`src/shared/dbu_defs.vh`:
```
`ifndef DBU_DEFS_VH
`define DBU_DEFS_VH

// Opcode fields and values
`define DBU_CONDD_OP    8'h8f
`define DBU_BF_OP       8'h8b
`define DBU_BT_OP       8'h89
`define DBU_BTS_OP      8'h8d
`define DBU_RELD_OP     4'ha
`define DBU_BSR_OP      4'hb
`define DBU_GRP0_OP     4'h0
`define DBU_GRP4_OP     4'h4
`define DBU_FARD_LO     8'h23
`define DBU_BSRF_LO     8'h03
`define DBU_JMP_LO      8'h2b
`define DBU_JSR_LO      8'h0b
`define DBU_RTS_CODE    16'h000b
`define DBU_RTE_CODE    16'h002b

// Instruction field positions
`define DBU_HI_FLD      15:8
`define DBU_LO_FLD      7:0
`define DBU_TOP_FLD     15:12
`define DBU_D8_FLD      7:0
`define DBU_D12_FLD     11:0
`define DBU_D8_SGN      7
`define DBU_D12_SGN     11
`define DBU_D8_EXT      23
`define DBU_D12_EXT     19

// Reset values
`define DBU_PC_RST      32'h0000_0000
`define DBU_CYC_RST     2'h0

// PC offsets in bytes
`define DBU_SLOT_OFS    32'h0000_0002
`define DBU_REF_OFS     32'h0000_0004

// Execution cycle counts
`define DBU_CYC_TAKEN   2'h2
`define DBU_CYC_NOT     2'h1

// Controller states, one-hot
`define DBU_ST_IDLE     2'h1
`define DBU_ST_SLOT     2'h2

`endif

```
`src/design/dbu_branch_unit.v`:
```
`timescale 1ns/1ps
`include "dbu_defs.vh"

module dbu_branch_unit (
  // Clock and reset
  input  wire        i_clk,
  input  wire        i_sys_rst,

  // Decoded instruction stream
  input  wire        i_instr_valid,
  input  wire [15:0] i_instr,
  input  wire [31:0] i_instr_pc,

  // Core state read at decode
  input  wire        i_t_flag,
  input  wire [31:0] i_rn_data,

  // Fetch control
  output reg         o_slot_fetch,
  output reg  [31:0] o_slot_pc,
  output reg         o_redirect,
  output reg  [31:0] o_redirect_pc,

  // Exception control
  output reg         o_int_block,
  output reg         o_addr_err_block,
  output reg         o_illegal_slot,
  output reg  [31:0] o_illegal_pc,

  // Status to the core
  output reg         o_branch_done,
  output reg  [1:0]  o_exec_cycles,
  output reg         o_t_hold
);

  localparam [1:0] ST_IDLE = `DBU_ST_IDLE;
  localparam [1:0] ST_SLOT = `DBU_ST_SLOT;

  // Any branch class, for slot checking
  function is_branch;
    input [15:0] ins;
    reg   [7:0]  hi;
    reg   [7:0]  lo;
    begin
      hi = ins[`DBU_HI_FLD];
      lo = ins[`DBU_LO_FLD];
      is_branch =
        (hi == `DBU_CONDD_OP) ||
        (hi == `DBU_BF_OP) ||
        (hi == `DBU_BT_OP) ||
        (hi == `DBU_BTS_OP) ||
        (ins[`DBU_TOP_FLD] == `DBU_RELD_OP) ||
        (ins[`DBU_TOP_FLD] == `DBU_BSR_OP) ||
        ((ins[`DBU_TOP_FLD] == `DBU_GRP0_OP) &&
         ((lo == `DBU_FARD_LO) || (lo == `DBU_BSRF_LO))) ||
        ((ins[`DBU_TOP_FLD] == `DBU_GRP4_OP) &&
         ((lo == `DBU_JMP_LO) || (lo == `DBU_JSR_LO))) ||
        (ins == `DBU_RTS_CODE) ||
        (ins == `DBU_RTE_CODE);
    end
  endfunction

  // Opcode fields
  wire [7:0]  op_hi;
  wire [7:0]  op_lo;
  wire [3:0]  op_top;

  assign op_hi  = i_instr[`DBU_HI_FLD];
  assign op_lo  = i_instr[`DBU_LO_FLD];
  assign op_top = i_instr[`DBU_TOP_FLD];

  // Decoded kinds of this block
  wire dec_cond;
  wire dec_rel;
  wire dec_far;
  wire dec_any;

  assign dec_cond = (op_hi == `DBU_CONDD_OP);
  assign dec_rel  = (op_top == `DBU_RELD_OP);
  assign dec_far  = (op_top == `DBU_GRP0_OP) &&
                    (op_lo == `DBU_FARD_LO);
  assign dec_any  = is_branch(i_instr);

  // Displacement fields
  wire [7:0]  d8_fld;
  wire [11:0] d12_fld;

  assign d8_fld  = i_instr[`DBU_D8_FLD];
  assign d12_fld = i_instr[`DBU_D12_FLD];

  // Sign-extended doubled displacements
  wire [31:0] disp8;
  wire [31:0] disp12;

  assign disp8  = {{`DBU_D8_EXT{d8_fld[`DBU_D8_SGN]}}, d8_fld, 1'b0};
  assign disp12 = {{`DBU_D12_EXT{d12_fld[`DBU_D12_SGN]}}, d12_fld, 1'b0};

  // Reference PC, second instruction on
  wire [31:0] ref_pc;

  assign ref_pc = i_instr_pc + `DBU_REF_OFS;

  // Targets formed at decode
  wire [31:0] tgt_cond;
  wire [31:0] tgt_rel;
  wire [31:0] tgt_far;

  assign tgt_cond = ref_pc + disp8;
  assign tgt_rel  = ref_pc + disp12;
  assign tgt_far  = ref_pc + i_rn_data;

  // Flag clear means taken; flag only read
  wire cond_taken;

  assign cond_taken = dec_cond && !i_t_flag;

  // Branches that open a delay slot
  wire open_slot;

  assign open_slot = cond_taken || dec_rel || dec_far;

  // Controller state
  reg  [1:0]  state_q;
  reg  [1:0]  state_d;

  // Captured target and far-branch marker
  reg  [31:0] target_q;
  reg  [31:0] target_d;
  reg         far_q;
  reg         far_d;

  // Next values of the fetch outputs
  reg         slot_fetch_d;
  reg  [31:0] slot_pc_d;
  reg         redirect_d;
  reg  [31:0] redirect_pc_d;

  // Next values of the exception outputs
  reg         int_block_d;
  reg         addr_err_block_d;
  reg         illegal_d;
  reg  [31:0] illegal_pc_d;

  // Next values of the status outputs
  reg         done_d;
  reg  [1:0]  cycles_d;
  reg         t_hold_d;

  // State decodes
  wire in_idle;
  wire in_slot;

  assign in_idle = (state_q == ST_IDLE);
  assign in_slot = (state_q == ST_SLOT);

  // Acceptance of instructions per state
  wire take_slot;
  wire take_nop;
  wire slot_done;
  wire slot_wait;

  assign take_slot = in_idle && i_instr_valid && open_slot;
  assign take_nop  = in_idle && i_instr_valid && dec_cond && !open_slot;
  assign slot_done = in_slot && i_instr_valid;
  assign slot_wait = in_slot && !i_instr_valid;

  // Target latched at decode, before the slot can write registers
  always @* begin
    target_d = target_q;
    far_d    = far_q;
    if (take_slot) begin
      target_d = dec_cond ? tgt_cond :
                 dec_rel ? tgt_rel : tgt_far;
      far_d    = dec_far;
    end else if (slot_done) begin
      far_d    = 1'b0;
    end
  end

  // Cycle count and flag hold of a decoded branch
  always @* begin
    cycles_d = o_exec_cycles;
    t_hold_d = 1'b0;
    if (take_slot) begin
      cycles_d = `DBU_CYC_TAKEN;
      t_hold_d = 1'b1;
    end else if (take_nop) begin
      cycles_d = `DBU_CYC_NOT;
      t_hold_d = 1'b1;
    end
  end

  // Sequencing of branch and slot
  always @* begin
    state_d          = state_q;
    slot_fetch_d     = 1'b0;
    slot_pc_d        = o_slot_pc;
    redirect_d       = 1'b0;
    redirect_pc_d    = o_redirect_pc;
    int_block_d      = o_int_block;
    addr_err_block_d = o_addr_err_block;
    illegal_d        = 1'b0;
    illegal_pc_d     = o_illegal_pc;
    done_d           = 1'b0;
    case (state_q)
      ST_IDLE: begin
        if (take_slot) begin
          slot_fetch_d     = 1'b1;
          slot_pc_d        = i_instr_pc + `DBU_SLOT_OFS;
          int_block_d      = 1'b1;
          addr_err_block_d = dec_far;
          state_d          = ST_SLOT;
        end else if (take_nop) begin
          // Not taken: a plain no-op, no slot
          done_d           = 1'b1;
          int_block_d      = 1'b0;
        end
      end
      ST_SLOT: begin
        if (slot_done) begin
          int_block_d      = 1'b0;
          addr_err_block_d = 1'b0;
          done_d           = 1'b1;
          state_d          = ST_IDLE;
          if (dec_any) begin
            // Branch in a slot goes to exceptions
            illegal_d    = 1'b1;
            illegal_pc_d = i_instr_pc;
          end else begin
            // Slot ran; now redirect fetch
            redirect_d    = 1'b1;
            redirect_pc_d = target_q;
          end
        end else if (slot_wait) begin
          // Still waiting on the slot: blocks stay up
          int_block_d      = 1'b1;
          addr_err_block_d = far_q;
        end
      end
      default: begin
        state_d          = ST_IDLE;
        int_block_d      = 1'b0;
        addr_err_block_d = 1'b0;
      end
    endcase
  end

  // Controller registers
  always @(posedge i_clk) begin
    if (i_sys_rst) begin
      state_q  <= ST_IDLE;
      target_q <= `DBU_PC_RST;
      far_q    <= 1'b0;
    end else begin
      state_q  <= state_d;
      target_q <= target_d;
      far_q    <= far_d;
    end
  end

  // Fetch output registers
  always @(posedge i_clk) begin
    if (i_sys_rst) begin
      o_slot_fetch  <= 1'b0;
      o_slot_pc     <= `DBU_PC_RST;
      o_redirect    <= 1'b0;
      o_redirect_pc <= `DBU_PC_RST;
    end else begin
      o_slot_fetch  <= slot_fetch_d;
      o_slot_pc     <= slot_pc_d;
      o_redirect    <= redirect_d;
      o_redirect_pc <= redirect_pc_d;
    end
  end

  // Exception output registers
  always @(posedge i_clk) begin
    if (i_sys_rst) begin
      o_int_block      <= 1'b0;
      o_addr_err_block <= 1'b0;
      o_illegal_slot   <= 1'b0;
      o_illegal_pc     <= `DBU_PC_RST;
    end else begin
      o_int_block      <= int_block_d;
      o_addr_err_block <= addr_err_block_d;
      o_illegal_slot   <= illegal_d;
      o_illegal_pc     <= illegal_pc_d;
    end
  end

  // Status output registers
  always @(posedge i_clk) begin
    if (i_sys_rst) begin
      o_branch_done <= 1'b0;
      o_exec_cycles <= `DBU_CYC_RST;
      o_t_hold      <= 1'b0;
    end else begin
      o_branch_done <= done_d;
      o_exec_cycles <= cycles_d;
      o_t_hold      <= t_hold_d;
    end
  end

endmodule // dbu_branch_unit

```
`config.mk`:
```
export PLATFORM = sky130hd
export DESIGN_NAME = dbu_branch_unit
export DESIGN_NICKNAME = d
export VERILOG_FILES = /design/src/design/dbu_branch_unit.v
export VERILOG_INCLUDE_DIRS = /design/src /design/src/shared
export SDC_FILE = /design/constraint.sdc
export NUM_CORES = 1
export LEC_CHECK = 0
export BUFFER_PORTS_ARGS = -buffer_cell sky130_fd_sc_hd__clkbuf_2
export CAP_MARGIN = 0
export CORE_MARGIN = 8
export CORE_UTILIZATION = 42
export DETAILED_ROUTE_END_ITERATION = 12
export PLACE_DENSITY = 0.62
export SLEW_MARGIN = 20
export SYNTH_ARGS = -nofsm -noshare
export SYNTH_HDL_FRONTEND = slang
export SYNTH_SLANG_ARGS = --single-unit
```
`constraint.sdc`:
```
create_clock -name i_clk -period 8.9 [get_ports i_clk]
set_input_delay 1.78 -clock i_clk [delete_from_list [all_inputs] [get_ports i_clk]]
set_output_delay 1.78 -clock i_clk [all_outputs]
set_load 0.02 [all_outputs]
```
==> run metrics, run 1 <==
run status finished, final reports clean; die width 176 µm; fin cells 1899; WL/cell 19.3 µm; synth warn 0; R2R Setup Slk 5.56 ns; GPL Wtd Cong 0.943; Hold-fix buffers, CTS 0; met1 Use GR 28.4%; vias in the first global route 10.4k; RSZ-0062 raised after global routing false; Post-synth EDFFs 0; ANT cells 0; pin count of the biggest net entering global routing 80; antenna-violating nets left 0; required time of the worst setup path 9.21 ns; share of cells above drive strength 1 16.4%; fillers 2581; htree depth 4; Period Utilization, post-route 66.3%; Peak VDD IR 0.000103 V; met3 usage 4.93%; CTS resizes 0; Skew-Pair Late Insertion Delay 0.42 ns; P&R area growth vs syn 15.5%; top_reg_cell synth dfxtp_1; PwrDens 148 nW/µm²; clock sinks 140; routed vias/inst 5.69; Inst Count DP 1869; Crit path arrival time 6.22 ns; 1st-pass router iterations 7; Min-Delay Path Class register to register; clock buffer depth 2; placed standard-cell area 11900 µm²; min setup slack post-route 3.00 ns; postcts setup bufs 0; io pins 189; max_cap viols 0; I/O Buffers 188; Root Driver clkbuf_16; initial antenna violation count 0; asr flop ratio synth 0%; core area 25300 µm²; max-slew violation count 0; CTS tree built; endpoint type of the worst setup path register; WHS Endpoint target_q[21]$_SDFFE_PP0P_; Final Hold Vio Count 0; Critical Path Start Type primary input; DIE HEIGHT 176 µm; crit path max fanout 10; wire length of the first global-routing pass 56.8 mm; Max Clock Freq 169 MHz; mapped cell area 10800 µm²; Critical R2R Launch state_q[1]$_SDFFE_PP0P_; Pleak 5.26 nW; Post-Syn Instances 1418; Register Area 2800 µm²; final wirelength 36.7 mm; initial drt markers 689; Top Usage Layer GRT met2; Initial Util 42.8%; WS Path Type primary input to register; net count after synthesis 1603; Worst-Margin Slew 0.988 ns; die area 31100 µm²; NumNets Final 1743; worst reg2reg path endpoint target_q[24]$_SDFFE_PP0P_; register area share after synthesis 25.9%; final instance area 12500 µm²; beginning of the worst hold path target_q[21]$_SDFFE_PP0P_; cts bufs inserted 17; gr usage total 22.8%; met2 global-route usage 38.8%; Synth Area per Inst 7.62 µm²; area of the multi-input gates 7570 µm²; # setup viols final 0; clk_skew 0.0102 ns; setup TNS 0 ns; Slew HR 33.9%; pre-CTS setup slack 2.61 ns; hpwl dp 28.8 mm; global route total overflow 0; synthesized flop and latch total 140; Distinct cells, synth 83; crit path time final 5.90 ns; DR vias 10.8k; worst reg-to-reg path cell count 9; DRC 0; WHS Path Cells 2; row count 58; Worst-path clk slew 0.06 ns; CP Launch Point i_instr_pc[2]
-- registers in the layout, summed over array words and instances, names as in the netlist --
name and count:
far_q 1, o_addr_err_block 1, o_branch_done 1, o_exec_cycles 2
o_illegal_pc 32, o_illegal_slot 1, o_int_block 1, o_redirect 1
o_redirect_pc 32, o_slot_fetch 1, o_slot_pc 32, o_t_hold 1
state_q 2, target_q 32
-- how the worst max path moves through the flow --
stage / slack (ns) / cells past startpoint / endpoint
after floorplan: 3.56 / 18 / target_q[29]$_SDFFE_PP0P_
after global routing: 2.69 / 18 / target_q[29]$_SDFFE_PP0P_
after detailed placement: 2.61 / 18 / target_q[29]$_SDFFE_PP0P_
after global placement: 2.77 / 18 / target_q[29]$_SDFFE_PP0P_
after CTS: 3.02 / 18 / target_q[29]$_SDFFE_PP0P_
final: 3.00 / 18 / target_q[29]$_SDFFE_PP0P_
-- per-layer routing --
metal	vias to the layer above	part of all wire, %	routed length, µm
met1	5066	44	16100
met5	-	0	0
met3	43	6.3	2310
met2	327	48	17500
met4	0	2.2	794
li1	5377	-	-
-- synthesized netlist by cell type (22+ instances only) --
library cell / count / area (µm²)
a21o_1: 47 / 353
a21oi_1: 161 / 806
buf_2: 22 / 110
clkbuf_1: 49 / 184
dfxtp_1: 140 / 2800
ha_1: 99 / 1240
inv_1: 23 / 86.3
nand2_1: 260 / 976
nand3_1: 34 / 170
nand4_1: 31 / 194
nor2_1: 78 / 293
o21ai_0: 80 / 400
xnor2_1: 66 / 578
xor2_1: 63 / 552
-- metrics by stage --
step	total power [mW]	hold WS, ns	util [%]
finish	1.84	0.445	49.4
global route	1.93	0.469	49.4
CTS	1.85	0.445	49.4
detailed placement	1.14	0.437	47.1
global placement	1.14	0.432	47.1
floorplan	1.01	0.415	-
-- critical path, stage by stage --
cell and delay [ns]:
clkbuf_2 0.20, ha_1 0.24, and3_1 0.24, nand3_1 0.30
nor4_2 0.45, nand3_1 0.20, nor2_1 0.21, xor2_1 0.46
ha_1 0.43, a21o_1 0.22, a31o_1 0.20, a21o_1 0.17
a211o_1 0.28, a21oi_1 0.13, o41ai_1 0.10, xnor2_1 0.21
o22ai_1 0.11, a221o_1 0.27
-- layout make-up --
type	instances	area share [%]
clock buffer	20	3.74
clock inverter	10	0.943
inverter	25	0.752
multi-input combinational	1177	60.7
sequential	140	22.5
tap	330	3.31
timing repair buffer	197	8.08
-- cells by family (layout without fill, tap and decap cells) --
kind of cell | after synthesis | in the layout | synth area share, %
adders and majority gates | 101 | 101 | 11.8
xor gates and xnor gates | 129 | 129 | 10.5
muxes | 7 | 7 | 0.660
DFF | 140 | 140 | 25.9
buffers and inverters | 101 | 252 | 4.04
and+or+nand+nor | 490 | 490 | 20.5
AOI/OAI and AO/OA | 450 | 450 | 26.5
-- placed cells by master, fill, tap and decap left out, types with 23 or more instances in the layout --
cell type,instances
xor2_1,63
xnor2_1,66
dfxtp_1,140
nand3_1,34
inv_1,23
a21o_1,47
nor2_1,77
o21ai_0,80
nand4_1,31
ha_1,99
clkbuf_2,188
a21oi_1,161
nand2_1,260
-- where the power goes --
part	switching, mW	internal, mW
Sequential	0.00314	0.632
Clock	0.275	0.431
Combinational	0.309	0.194
Total	0.587	1.26
No activity file was read; power rests on OpenSTA's default activity.
==> run 2: changes to the inputs <==
==> constraint.sdc (replaced) <==
create_clock -name i_clk -period 5.6 [get_ports i_clk]
set_input_delay 1.12 -clock i_clk [delete_from_list [all_inputs] [get_ports i_clk]]
set_output_delay 1.12 -clock i_clk [all_outputs]
set_load 0.02 [all_outputs]
==> run metrics, run 2 (same netlist as run 1, synthesis figures left out) <==
run status finished, final reports clean (unchanged); DIE HEIGHT 176 µm (unchanged); Peak VDD IR 0.000162 V (was 0.000103 V); max-slew violation count 0 (unchanged); htree depth 4 (unchanged); 1st-pass router iterations 6 (was 7); Pleak 5.37 nW (was 5.26 nW); crit path max fanout 6 (was 10); Worst-Margin Slew 0.971 ns (was 0.988 ns); share of cells above drive strength 1 17.3% (was 16.4%); WL/cell 18.9 µm (was 19.3 µm); GPL Wtd Cong 0.924 (was 0.943); Slew HR 35.0% (was 33.9%); PwrDens 240 nW/µm² (was 148 nW/µm²); CTS resizes 0 (unchanged); DRC 0 (unchanged); row count 58 (unchanged); Pwr Total 3.03 mW (was 1.84 mW); final wirelength 36.3 mm (was 36.7 mm); NumNets Final 1761 (was 1743); Hold-fix buffers, CTS 0 (unchanged); core area 25300 µm² (unchanged); antenna-violating nets left 0 (unchanged); endpoint type of the worst setup path register (unchanged); clock sinks 140 (unchanged); Final Hold Vio Count 0 (unchanged); initial antenna violation count 0 (unchanged); commonest cells after routing, fill and taps aside nand2_1, clkbuf_2, a21oi_1, dfxtp_1, ha_1 (unchanged); Initial Util 42.8% (unchanged); CTS tree built (unchanged); initial drt markers 687 (was 689); die width 176 µm (unchanged); Period Utilization, post-route 87.0%; Inst Count DP 1887 (was 1869); fin cells 1919 (was 1899); R2R Setup Slk 2.59 ns (was 5.56 ns); clk_skew 0.0108 ns (was 0.0102 ns); Root Driver clkbuf_16 (unchanged); RSZ-0062 raised after global routing false (unchanged); global route total overflow 0 (unchanged); DR vias 10.9k (was 10.8k); setup TNS 0 ns (unchanged); max_cap viols 0 (unchanged); Min-Delay Path Class register to register (unchanged); Crit path arrival time 5.18 ns (was 6.22 ns); required time of the worst setup path 5.91 ns (was 9.21 ns); Critical Path Start Type primary input (unchanged); crit path time final 4.87 ns; vias in the first global route 10.5k (was 10.4k); Max Clock Freq 205 MHz; I/O Buffers 188 (unchanged); commonest non-fill, non-tap cell in the layout nand2_1 (unchanged); clock buffer depth 2 (unchanged); ANT cells 0 (unchanged); cts bufs inserted 17 (unchanged); # setup viols final 0 (unchanged); postcts setup bufs 0 (unchanged); routed vias/inst 5.67 (was 5.69); Worst-path clk slew 0.06 ns (about the same); Skew-Pair Late Insertion Delay 0.42 ns (about the same); wire length of the first global-routing pass 56.8 mm (about the same); pin count of the biggest net entering global routing 79 (was 80); hpwl dp 28.7 mm (was 28.8 mm); io pins 189 (unchanged); gr usage total 22.7% (was 22.8%); die area 31100 µm² (unchanged); P&R area growth vs syn 17.2% (was 15.5%); WS Path Type primary input to register (unchanged)
## run 2: area by class of cell
cell class | count | area (µm²)
inverter | 25 | 93.8
tap | 330 | 413
fill | 2563 | 12600
clock inverter | 10 | 164
sequential | 140 | 2800
clock buffer | 22 | 464
timing repair buffer | 215 | 1140
multi-input combinational | 1177 | 7570
## run 2: path summary, 6_finish.rpt
check                                       end                           from  depth (start not counted)
setup / recovery      target_q[29]$_SDFFE_PP0P_                  i_instr_pc[3]                         18
hold / removal    o_illegal_pc[22]$_SDFFE_PP0P_  o_illegal_pc[22]$_SDFFE_PP0P_                          2
setup reg to reg      target_q[27]$_SDFFE_PP0P_        state_q[1]$_SDFFE_PP0P_                         10
hold reg to reg   o_illegal_pc[22]$_SDFFE_PP0P_  o_illegal_pc[22]$_SDFFE_PP0P_                          2
## run 2: stage by stage
step / setup WS [ns] / cell area [µm²] / utilization (%) / hold slack [ns]
after floorplan: 0.917 / 10800 / - / 0.415
after global placement: 0.391 / 12000 / 47.6 / 0.436
after detailed placement: 0.297 / 12000 / 47.6 / 0.446
after CTS: 0.704 / 12700 / 50.1 / 0.456
after global routing: 0.412 / 12700 / 50.1 / 0.468
final: 0.727 / 12700 / 50.1 / 0.452
## run 2: routing by layer
layer / share of wire [%] / wire length (µm) / vias up / track usage, %
met4: 2.5 / 900 / 0 / 7.50
met2: 48 / 17300 / 319 / 38.6
met3: 5.4 / 1950 / 54 / 4.14
met5: 0 / 0 / - / 0
li1: - / - / 5419 / -
met1: 44 / 16100 / 5094 / 28.3
## run 2: worst max-delay path, cell delays in order
cell and delay, ns:
clkbuf_2 0.14, ha_1 0.21, and3_1 0.26, nand3_1 0.20, nor4_2 0.45, nand3_1 0.21, nor2_1 0.20, xor2_1 0.41
ha_1 0.34, a21o_1 0.18, a31o_1 0.20, a21o_1 0.18, a211o_1 0.28, a21oi_1 0.12, o41ai_1 0.10, xnor2_1 0.20
o22ai_1 0.11, a221o_1 0.27
## run 2: power breakdown
| part | switching (mW) | leakage (nW) | internal (mW) |
|---|---|---|---|
| Combinational | 0.488 | 3.94 | 0.317 |
| Clock | 0.447 | 0.304 | 0.770 |
| Sequential | 0.00501 | 1.13 | 1.00 |
| Total | 0.940 | 5.37 | 2.09 |
